File: config.mk
export PLATFORM = sky130hd
export DESIGN_NAME = qgpt_top
export DESIGN_NICKNAME = d
export VERILOG_FILES = /design/src/core/qgpt_pkg.sv /design/src/core/qgpt_channel.sv /design/src/core/qgpt_top.sv
export SDC_FILE = /design/constraint.sdc
export NUM_CORES = 1
export LEC_CHECK = 0
export ABC_AREA = 1
export BUFFER_PORTS_ARGS = -buffer_cell sky130_fd_sc_hd__buf_2
export CAP_MARGIN = 15
export CORE_MARGIN = 4
export CORE_UTILIZATION = 30
export CTS_BUF_LIST = sky130_fd_sc_hd__clkbuf_16
export DETAILED_ROUTE_END_ITERATION = 8
export PLACE_DENSITY = 0.5
export SLEW_MARGIN = 20
export SYNTH_ARGS = -nofsm -noshare
export SYNTH_HDL_FRONTEND = slang
export SYNTH_SLANG_ARGS = --single-unit
File: constraint.sdc
create_clock -name mclk -period 8.3 [get_ports mclk]
set_clock_uncertainty 0.15 [all_clocks]
set_input_delay 0.415 -clock mclk [delete_from_list [all_inputs] [get_ports mclk]]
set_output_delay 0.415 -clock mclk [all_outputs]
set_load 0.1 [all_outputs]
File: src/core/qgpt_pkg.sv
// ----------------------------------------
// shared constants for the quad timer
// ----------------------------------------
package qgpt_pkg;
    localparam int NUM_CH = 4;               // four channels
    localparam int CNT_W = 16;               // counter width
    localparam int PRE_W = 8;                // prescale field width
    // mode_config field positions
    localparam int MC_W = 16;                // mode_config width
    localparam int MC_RST_POS = 0;           // software channel enable
    localparam int MC_CLK_LSB = 1;           // clock source field, 2 bits
    localparam int MC_FRR_POS = 3;           // free_run_restart_sel: 1 restart
    localparam int MC_ORI_POS = 4;           // reference_irq_enable
    localparam int MC_OM_POS = 5;            // output mode: 0 pulse, 1 toggle
    localparam int MC_CE_LSB = 6;            // capture edge, 2 bits
    localparam int MC_PS_LSB = 8;            // prescale minus one, 8 bits
    localparam logic [MC_W-1:0] MC_RESET = 16'h0000;
    // clock source encodings
    localparam logic [1:0] CLK_STOP = 2'h0;
    localparam logic [1:0] CLK_DIV1 = 2'h1;
    localparam logic [1:0] CLK_DIV16 = 2'h2;
    localparam logic [1:0] CLK_EXT = 2'h3;
    // capture edge encodings
    localparam logic [1:0] CE_OFF = 2'h0;
    localparam logic [1:0] CE_RISE = 2'h1;
    localparam logic [1:0] CE_FALL = 2'h2;
    localparam logic [1:0] CE_ANY = 2'h3;
    localparam int DIV16 = 16;               // main clock divide
    localparam logic [CNT_W-1:0] CNT_RESET = 16'h0000;
    localparam logic [CNT_W-1:0] REF_RESET = 16'hffff;
    localparam int EV_W = 2;                 // event bits
    localparam int EV_CAP = 0;               // capture event
    localparam int EV_REF = 1;               // reference event
    // longest period in main clocks (div16 x 2^8 x 2^16)
    localparam longint MAX_PERIOD = 64'd268435456;
    localparam int SYNC_MIN = 2;             // ext edge delay, main clocks
    localparam int SYNC_MAX = 3;
endpackage : qgpt_pkg

File: src/core/qgpt_channel.sv
`timescale 1ns/1ps
// ----------------------------------------
// one timer channel
// ----------------------------------------
module qgpt_channel #(
    parameter bit HAS_EXT = 1'b1
) (
    input wire logic mclk,
    input wire logic rst_n,
    input wire logic div16_tick,
    input wire logic [qgpt_pkg::MC_W-1:0] mode_config,
    input wire logic [qgpt_pkg::CNT_W-1:0] reference_value,
    input wire logic ext_in,
    input wire logic cap_in,
    input wire logic [qgpt_pkg::EV_W-1:0] event_clear,
    output logic [qgpt_pkg::CNT_W-1:0] count_value,
    output logic [qgpt_pkg::CNT_W-1:0] capture_value,
    output logic [qgpt_pkg::EV_W-1:0] event_flags,
    output logic irq,
    output logic cmp_out
);
    import qgpt_pkg::*;

    // ----------------------------------------
    // declarations
    // ----------------------------------------
    logic ext_s1_ff, ext_s2_ff, ext_s3_ff;   // sync chain plus edge history
    logic cap_prev_ff;                       // capture pin history
    logic [PRE_W-1:0] pre_ff;                // prescaler count
    logic [CNT_W-1:0] cnt_ff;                // counter
    logic [CNT_W-1:0] cap_ff;                // capture register
    logic [EV_W-1:0] ev_ff;                  // event flags
    logic match_ff;                          // match seen, restart pending
    logic out_ff;                            // compare output
    logic src_tick, pre_tick, match, cap_hit;
    logic en;
    logic [1:0] clk_sel, cap_edge;
    logic [PRE_W-1:0] pre_max;

    assign en = mode_config[MC_RST_POS];
    assign clk_sel = mode_config[MC_CLK_LSB +: 2];
    assign cap_edge = mode_config[MC_CE_LSB +: 2];
    assign pre_max = mode_config[MC_PS_LSB +: PRE_W];

    // ----------------------------------------
    // external input synchroniser
    // ----------------------------------------
    // third stage only for edge detect, so stage one feeds stage two alone
    always_ff @(posedge mclk or negedge rst_n) begin
        if (!rst_n) begin
            ext_s1_ff <= 1'b0;
            ext_s2_ff <= 1'b0;
            ext_s3_ff <= 1'b0;
        end else begin
            ext_s1_ff <= ext_in;
            ext_s2_ff <= ext_s1_ff;
            ext_s3_ff <= ext_s2_ff;
        end
    end

    // source tick selection; ext only exists on channels 0 and 1
    always_comb begin
        case (clk_sel)
            CLK_DIV1: src_tick = 1'b1;
            CLK_DIV16: src_tick = div16_tick;
            CLK_EXT: src_tick = HAS_EXT && ext_s2_ff && !ext_s3_ff;
            default: src_tick = 1'b0;
        endcase
    end

    // ----------------------------------------
    // prescaler: divides by pre_max + 1, up to 2^8
    // ----------------------------------------
    always_ff @(posedge mclk or negedge rst_n) begin
        if (!rst_n) begin
            pre_ff <= '0;
        end else if (!en) begin
            pre_ff <= '0;
        end else if (src_tick) begin
            pre_ff <= (pre_ff == pre_max) ? '0 : pre_ff + 8'h01;
        end
    end
    assign pre_tick = en && src_tick && (pre_ff == pre_max);

    // ----------------------------------------
    // counter with restart or free run
    // ----------------------------------------
    assign match = en && (cnt_ff == reference_value) && !match_ff;
    always_ff @(posedge mclk or negedge rst_n) begin
        if (!rst_n) begin
            cnt_ff <= CNT_RESET;
            match_ff <= 1'b0;
        end else if (!en) begin
            cnt_ff <= CNT_RESET;
            match_ff <= 1'b0;
        end else begin
            // a tick in the match cycle consumes the match at once
            if (pre_tick) begin
                match_ff <= 1'b0;
            end else if (match) begin
                match_ff <= 1'b1;
            end
            if (pre_tick) begin
                // restart: the tick that leaves the reference returns to zero
                if ((match || match_ff) && mode_config[MC_FRR_POS]) begin
                    cnt_ff <= CNT_RESET;
                end else begin
                    cnt_ff <= cnt_ff + 16'h0001;
                end
            end
        end
    end

    // ----------------------------------------
    // capture on selected pin edge
    // ----------------------------------------
    always_ff @(posedge mclk or negedge rst_n) begin
        if (!rst_n) begin
            cap_prev_ff <= 1'b0;
        end else begin
            cap_prev_ff <= cap_in;
        end
    end
    always_comb begin
        case (cap_edge)
            CE_RISE: cap_hit = cap_in && !cap_prev_ff;
            CE_FALL: cap_hit = !cap_in && cap_prev_ff;
            CE_ANY: cap_hit = cap_in ^ cap_prev_ff;
            default: cap_hit = 1'b0;
        endcase
    end
    always_ff @(posedge mclk or negedge rst_n) begin
        if (!rst_n) begin
            cap_ff <= CNT_RESET;
        end else if (en && cap_hit) begin
            cap_ff <= cnt_ff;
        end
    end

    // ----------------------------------------
    // event flags: set wins over clear
    // ----------------------------------------
    always_ff @(posedge mclk or negedge rst_n) begin
        if (!rst_n) begin
            ev_ff <= '0;
        end else begin
            ev_ff[EV_CAP] <= (en && cap_hit) || (ev_ff[EV_CAP] && !event_clear[EV_CAP]);
            ev_ff[EV_REF] <= match || (ev_ff[EV_REF] && !event_clear[EV_REF]);
        end
    end

    // ----------------------------------------
    // output compare: pulse or toggle
    // ----------------------------------------
    always_ff @(posedge mclk or negedge rst_n) begin
        if (!rst_n) begin
            out_ff <= 1'b0;
        end else if (mode_config[MC_OM_POS]) begin
            if (match) out_ff <= !out_ff;
        end else begin
            out_ff <= match;
        end
    end

    assign count_value = cnt_ff;
    assign capture_value = cap_ff;
    assign event_flags = ev_ff;
    assign irq = ev_ff[EV_REF] && mode_config[MC_ORI_POS];
    assign cmp_out = out_ff;

    // ----------------------------------------
    // checks
    // ----------------------------------------
    AST_REF_FLAG: assert property (@(posedge mclk) disable iff (!rst_n)
        match |=> ev_ff[EV_REF]) else $error("reference flag not set");
    AST_CAP_COPY: assert property (@(posedge mclk) disable iff (!rst_n)
        (en && cap_hit) |=> (cap_ff == $past(cnt_ff)) && ev_ff[EV_CAP])
        else $error("capture missed");
    AST_RESTART: assert property (@(posedge mclk) disable iff (!rst_n)
        (en && (match || match_ff) && pre_tick && mode_config[MC_FRR_POS]) |=>
        cnt_ff == 16'h0000)
        else $error("restart did not clear count");
    AST_NO_EXT: assert property (@(posedge mclk) disable iff (!rst_n)
        (!HAS_EXT && clk_sel == CLK_EXT) |-> !src_tick) else $error("ext on ch2/3");
    AST_SYNC: assert property (@(posedge mclk) disable iff (!rst_n)
        $rose(ext_s2_ff) |-> $past(ext_in, 2)) else $error("sync delay wrong");
    AST_COUNT: assert property (@(posedge mclk) disable iff (!rst_n)
        (en && !pre_tick) |=> cnt_ff == $past(cnt_ff)) else $error("count moved");
    AST_IRQ: assert property (@(posedge mclk) disable iff (!rst_n)
        (match && mode_config[MC_ORI_POS]) ##1 mode_config[MC_ORI_POS] |-> irq)
        else $error("irq missing");
    AST_DIV1: assert property (@(posedge mclk) disable iff (!rst_n)
        (en && clk_sel == CLK_DIV1 && pre_max == 8'h00 && !match_ff &&
        !(match && mode_config[MC_FRR_POS])) |=>
        cnt_ff == $past(cnt_ff) + 16'h0001) else $error("div1 not every clock");
    COV_MATCH: cover property (@(posedge mclk) match);
    COV_CAP: cover property (@(posedge mclk) en && cap_hit);
    COV_EXT: cover property (@(posedge mclk) en && clk_sel == CLK_EXT && pre_tick);
endmodule : qgpt_channel

File: src/core/qgpt_top.sv
`timescale 1ns/1ps
// ----------------------------------------
// Overview of operation
// - four independent 16-bit up counters
// - ch0/1 source: div1, div16, ext pin
// - ch2/3 source: div1 or div16 only
// - ext input synchronised, two-three clocks
// - clock source field in mode_config
// - programmable prescaler advances the counter
// - longest period 268,435,456 main clocks
// - finest resolution is one main clock
// - on reference match, restart or run
// - match sets flag, optional interrupt
// - input capture with selectable edge
// - output compare with selectable behaviour
// - five registers per channel
// ----------------------------------------
module qgpt_top (
    input wire logic mclk,
    input wire logic resetn,
    input wire logic [qgpt_pkg::NUM_CH*qgpt_pkg::MC_W-1:0] mode_config,
    input wire logic [qgpt_pkg::NUM_CH*qgpt_pkg::CNT_W-1:0] reference_value,
    input wire logic [qgpt_pkg::NUM_CH*qgpt_pkg::EV_W-1:0] event_clear,
    input wire logic ext_input_zero,
    input wire logic ext_input_one,
    input wire logic [qgpt_pkg::NUM_CH-1:0] cap_in,
    output logic [qgpt_pkg::NUM_CH*qgpt_pkg::CNT_W-1:0] count_value,
    output logic [qgpt_pkg::NUM_CH*qgpt_pkg::CNT_W-1:0] capture_value,
    output logic [qgpt_pkg::NUM_CH*qgpt_pkg::EV_W-1:0] event_flags,
    output logic [qgpt_pkg::NUM_CH-1:0] irq,
    output logic [qgpt_pkg::NUM_CH-1:0] cmp_out
);
    import qgpt_pkg::*;

    // ----------------------------------------
    // reset release, two flops
    // ----------------------------------------
    logic rst_s1_ff, rst_n_ff;               // reset sync chain
    logic [3:0] div_ff;                      // shared divide-by-16 counter
    logic div16_tick;                        // one clock in sixteen
    always_ff @(posedge mclk or negedge resetn) begin
        if (!resetn) begin
            rst_s1_ff <= 1'b0;
            rst_n_ff <= 1'b0;
        end else begin
            rst_s1_ff <= 1'b1;
            rst_n_ff <= rst_s1_ff;
        end
    end

    // shared so every channel on div16 ticks in step
    always_ff @(posedge mclk or negedge rst_n_ff) begin
        if (!rst_n_ff) begin
            div_ff <= 4'h0;
        end else begin
            div_ff <= div_ff + 4'h1;
        end
    end
    assign div16_tick = (div_ff == 4'(DIV16 - 1));

    // ----------------------------------------
    // channels; each holds its five registers
    // ----------------------------------------
    genvar g;
    generate
        for (g = 0; g < NUM_CH; g++) begin : g_ch
            logic ext_pin;
            assign ext_pin = (g == 0) ? ext_input_zero : ((g == 1) ? ext_input_one : 1'b0);
            qgpt_channel #(.HAS_EXT(g < 2)) u_ch (
                .mclk(mclk),
                .rst_n(rst_n_ff),
                .div16_tick(div16_tick),
                .mode_config(mode_config[g*MC_W +: MC_W]),
                .reference_value(reference_value[g*CNT_W +: CNT_W]),
                .ext_in(ext_pin),
                .cap_in(cap_in[g]),
                .event_clear(event_clear[g*EV_W +: EV_W]),
                .count_value(count_value[g*CNT_W +: CNT_W]),
                .capture_value(capture_value[g*CNT_W +: CNT_W]),
                .event_flags(event_flags[g*EV_W +: EV_W]),
                .irq(irq[g]),
                .cmp_out(cmp_out[g])
            );
        end
    endgenerate
endmodule : qgpt_top

==> flow_metrics.tcl <==
set metrics [dict create \
    status "finished clean" \
    layout_common_cells "nand2_1, buf_2, inv_1" \
    viasPerCell 4.47 \
    ant_nets 0 \
    wl_um 30900 \
    h-tree-depth 4 \
    multi_input_area_mm2 0.00496 \
    rr_worst_depth 10 \
    tightest_slew_ps 982 \
    start_util_pct 30.3 \
    yosysSeqAreaShare_pct 44.6 \
    cts_tree "built" \
    dp_hpwl_um 23900 \
    drv_slew 0 \
    grt_max_degree 66 \
    fp.dieH_um 197 \
    rsz0062_at_grt "no" \
    layout_setup_ws_ps 5770 \
    drt_iter0_drc 412 \
    hold_path.class "primary input to flop" \
    fmax_mhz 396 \
    grt_usage_pct 15.7 \
    fill_cells 3774 \
    pre_cts_ws_ps 5770 \
    io_buffers 287 \
    slew_headroom_pct 34.4 \
    power.internal_mw 1.55 \
    whs_path_depth 3 \
    area_delta_synth_final_pct 24.6 \
    swShare_pct 26.3 \
    drive_gt1_share_pct 21.9 \
    dieWidth_um 197 \
    post-route-drc-count 0 \
    sequential_cell_area_mm2 0.00481 \
    finalSetupViolCount 0 \
    die-area_mm2 0.0390 \
    grt_pass1_vias 9364 \
    clock_latency_ps 450 \
    synthCells 1405 \
    fin_util_pct 37.8 \
    nets 1861 \
    avgSynthCellArea_um2 7.66 \
    critPathMaxFanout 32 \
    synth_area_mm2 0.0108 \
    clk_pin_slew_ps 80 \
    cts_num_sinks 192 \
    crit_path_end_kind "flop" \
    postCtsHoldBufs 15 \
    cts_resized 0 \
    p_comb_share_pct 10.1 \
    cp.required_ps 8490 \
    synth.net_count 1570 \
    num_antenna_cells 0 \
    antenna_found_initial 2 \
    rows 69 \
    p_sw_uw 552 \
    clock_power_share_pct 44.3 \
    num_vias 9690 \
    ctsLongestPathBuffers 2 \
    postCtsSetupRepairBufs 0 \
    drt-pass1-iter-count 5 \
    synth_warnings 0 \
    root_buffer "clkbuf_16" \
    grt-ovfl-total 0 \
    arrival_ps 2710 \
    cts_made_buffers 17 \
    design.portCount 288 \
    layout_commonest_cell "nand2_1" \
    drv_cap 0 \
    critPathLaunchType "primary input" \
    period_share_pct 30.5 \
    pwr-share-seq_pct 45.5 \
    design.core.area_mm2 0.0355 \
    routedWlPerCell_um 14.3 \
    synth_cell_types 42 \
    path_class "primary input to flop" \
    ys_ff_latch 192 \
    place.gp.congestion 0.793 \
    p_per_area_mw_per_mm2 157 \
    irDropWorstVdd_uv 139 \
    finalCriticalPeriod_ps 2530 \
    finalSetupTns_ps 0 \
    p_leak_nw 6.86 \
    finalHoldViolCount 0 \
    grt_pass1_wl_um 49600 \
]
[power by group through the flow]
stage               Combinational, mW  Clock [mW]  Sequential [mW]
floorplan                      0.0798           0             1.03
global placement                0.210           0            0.977
detailed placement              0.211           0            0.977
CTS                             0.217       0.965            0.959
global route                    0.238        1.00            0.960
finish                          0.213       0.933            0.958
[cells by family (layout without fill, tap and decap cells)]
logic type / after synthesis / count (layout) / synth area share (%)
compound gates: 197 / 197 / 10.4
xor+xnor: 92 / 92 / 7.48
fa+ha+maj: 21 / 21 / 2.44
buf+inv: 247 / 551 / 9.32
flops: 192 / 192 / 44.6
mux: 2 / 2 / 0.209
other cells: 1 / 1 / 0.0348
simple gates: 653 / 653 / 25.5
[metal layers]
layer	track usage (%)	share of wire, %
met1	21.3	47
met5	0	0.032
met3	4.04	5.2
met2	25.3	46
met4	3.80	1.4
[per-stage QoR]
step | instances | hold slack (ps) | cell area [um2] | power, mW
after floorplan | 1405 | -30.6 | 10800 | 1.11
after global placement | 2123 | 52.1 | 12600 | 1.19
after detailed placement | 2123 | 53.9 | 12600 | 1.19
after CTS | 2170 | 44.5 | 13400 | 2.14
after global routing | 2170 | 63.1 | 13400 | 2.20
final | 2170 | 66.8 | 13400 | 2.10
[path summary, 6_finish.rpt]
check / startpoint / end / slack [ps]
worst min register to register: rst_n_ff$_DFF_PN0_ / g_ch[2].u_ch.capture_value[3]$_DFFE_PN0P_ / 80
worst max register to register: div_ff[0]$_DFF_PN0_ / g_ch[3].u_ch.count_value[0]$_DFFE_PN0N_ / 5790
max in group asynchronous: rst_n_ff$_DFF_PN0_ / g_ch[1].u_ch.capture_value[10]$_DFFE_PN0P_ / 6170
worst max-delay path: cap_in[1] / g_ch[1].u_ch.capture_value[8]$_DFFE_PN0P_ / 5770
worst min-delay path: mode_config[37] / g_ch[2].u_ch.cmp_out$_DFFE_PN0P_ / 70
min in group asynchronous: rst_n_ff$_DFF_PN0_ / g_ch[2].u_ch.capture_value[3]$_DFFE_PN0P_ / 80
[synthesized netlist by cell type, drive strengths merged]
master / number / share of area (%)
o22ai: 18 / 1.0
dfrtp: 192 / 45
o32ai: 1 / 0.081
and2: 1 / 0.058
o21bai: 1 / 0.070
nor3: 18 / 0.99
or2: 2 / 0.12
nand3: 76 / 3.7
o31ai: 1 / 0.070
clkbuf: 14 / 0.51
mux2: 2 / 0.21
xor2: 54 / 4.4
nor2: 87 / 3.2
nand2: 440 / 16
conb: 1 / 0.035
o21a: 1 / 0.070
clkinv: 1 / 0.046
ha: 21 / 2.4
inv: 213 / 7.4
xnor2: 38 / 3.1
a31oi: 2 / 0.12
nor4: 2 / 0.12
o21ai: 130 / 6.4
a21oi: 43 / 2.6
nand4: 27 / 1.6
buf: 19 / 1.3
[sequential cells by signal (all words and copies together) (netlist names), 2 cells and up]
register	count
g_ch.u_ch.cap_prev_ff	4
g_ch.u_ch.event_flags	8
g_ch.u_ch.pre_ff	32
g_ch.u_ch.cmp_out	4
g_ch.u_ch.count_value	64
div_ff	4
g_ch.u_ch.capture_value	64
g_ch.u_ch.ext_s1_ff	2
g_ch.u_ch.ext_s3_ff	2
g_ch.u_ch.match_ff	4
g_ch.u_ch.ext_s2_ff	2
[area by class of cell]
class / instances / share of cell area (%)
multi-input combinational: 966 / 37.0
sequential: 192 / 35.9
timing repair buffer: 305 / 12.0
inverter: 214 / 6.00
tap: 461 / 4.30
clock buffer: 17 / 3.17
clock inverter: 15 / 1.72
[worst max-delay path: stages]
cell and delay, ps:
dlygate4sd3_1 520, buf_2 120, inv_1 40, ha_1 280
a21oi_1 130, o21ai_0 90, nand2_1 60, nand2_1 550
mux2_2 510
No activity file was read; power rests on OpenSTA's default activity.
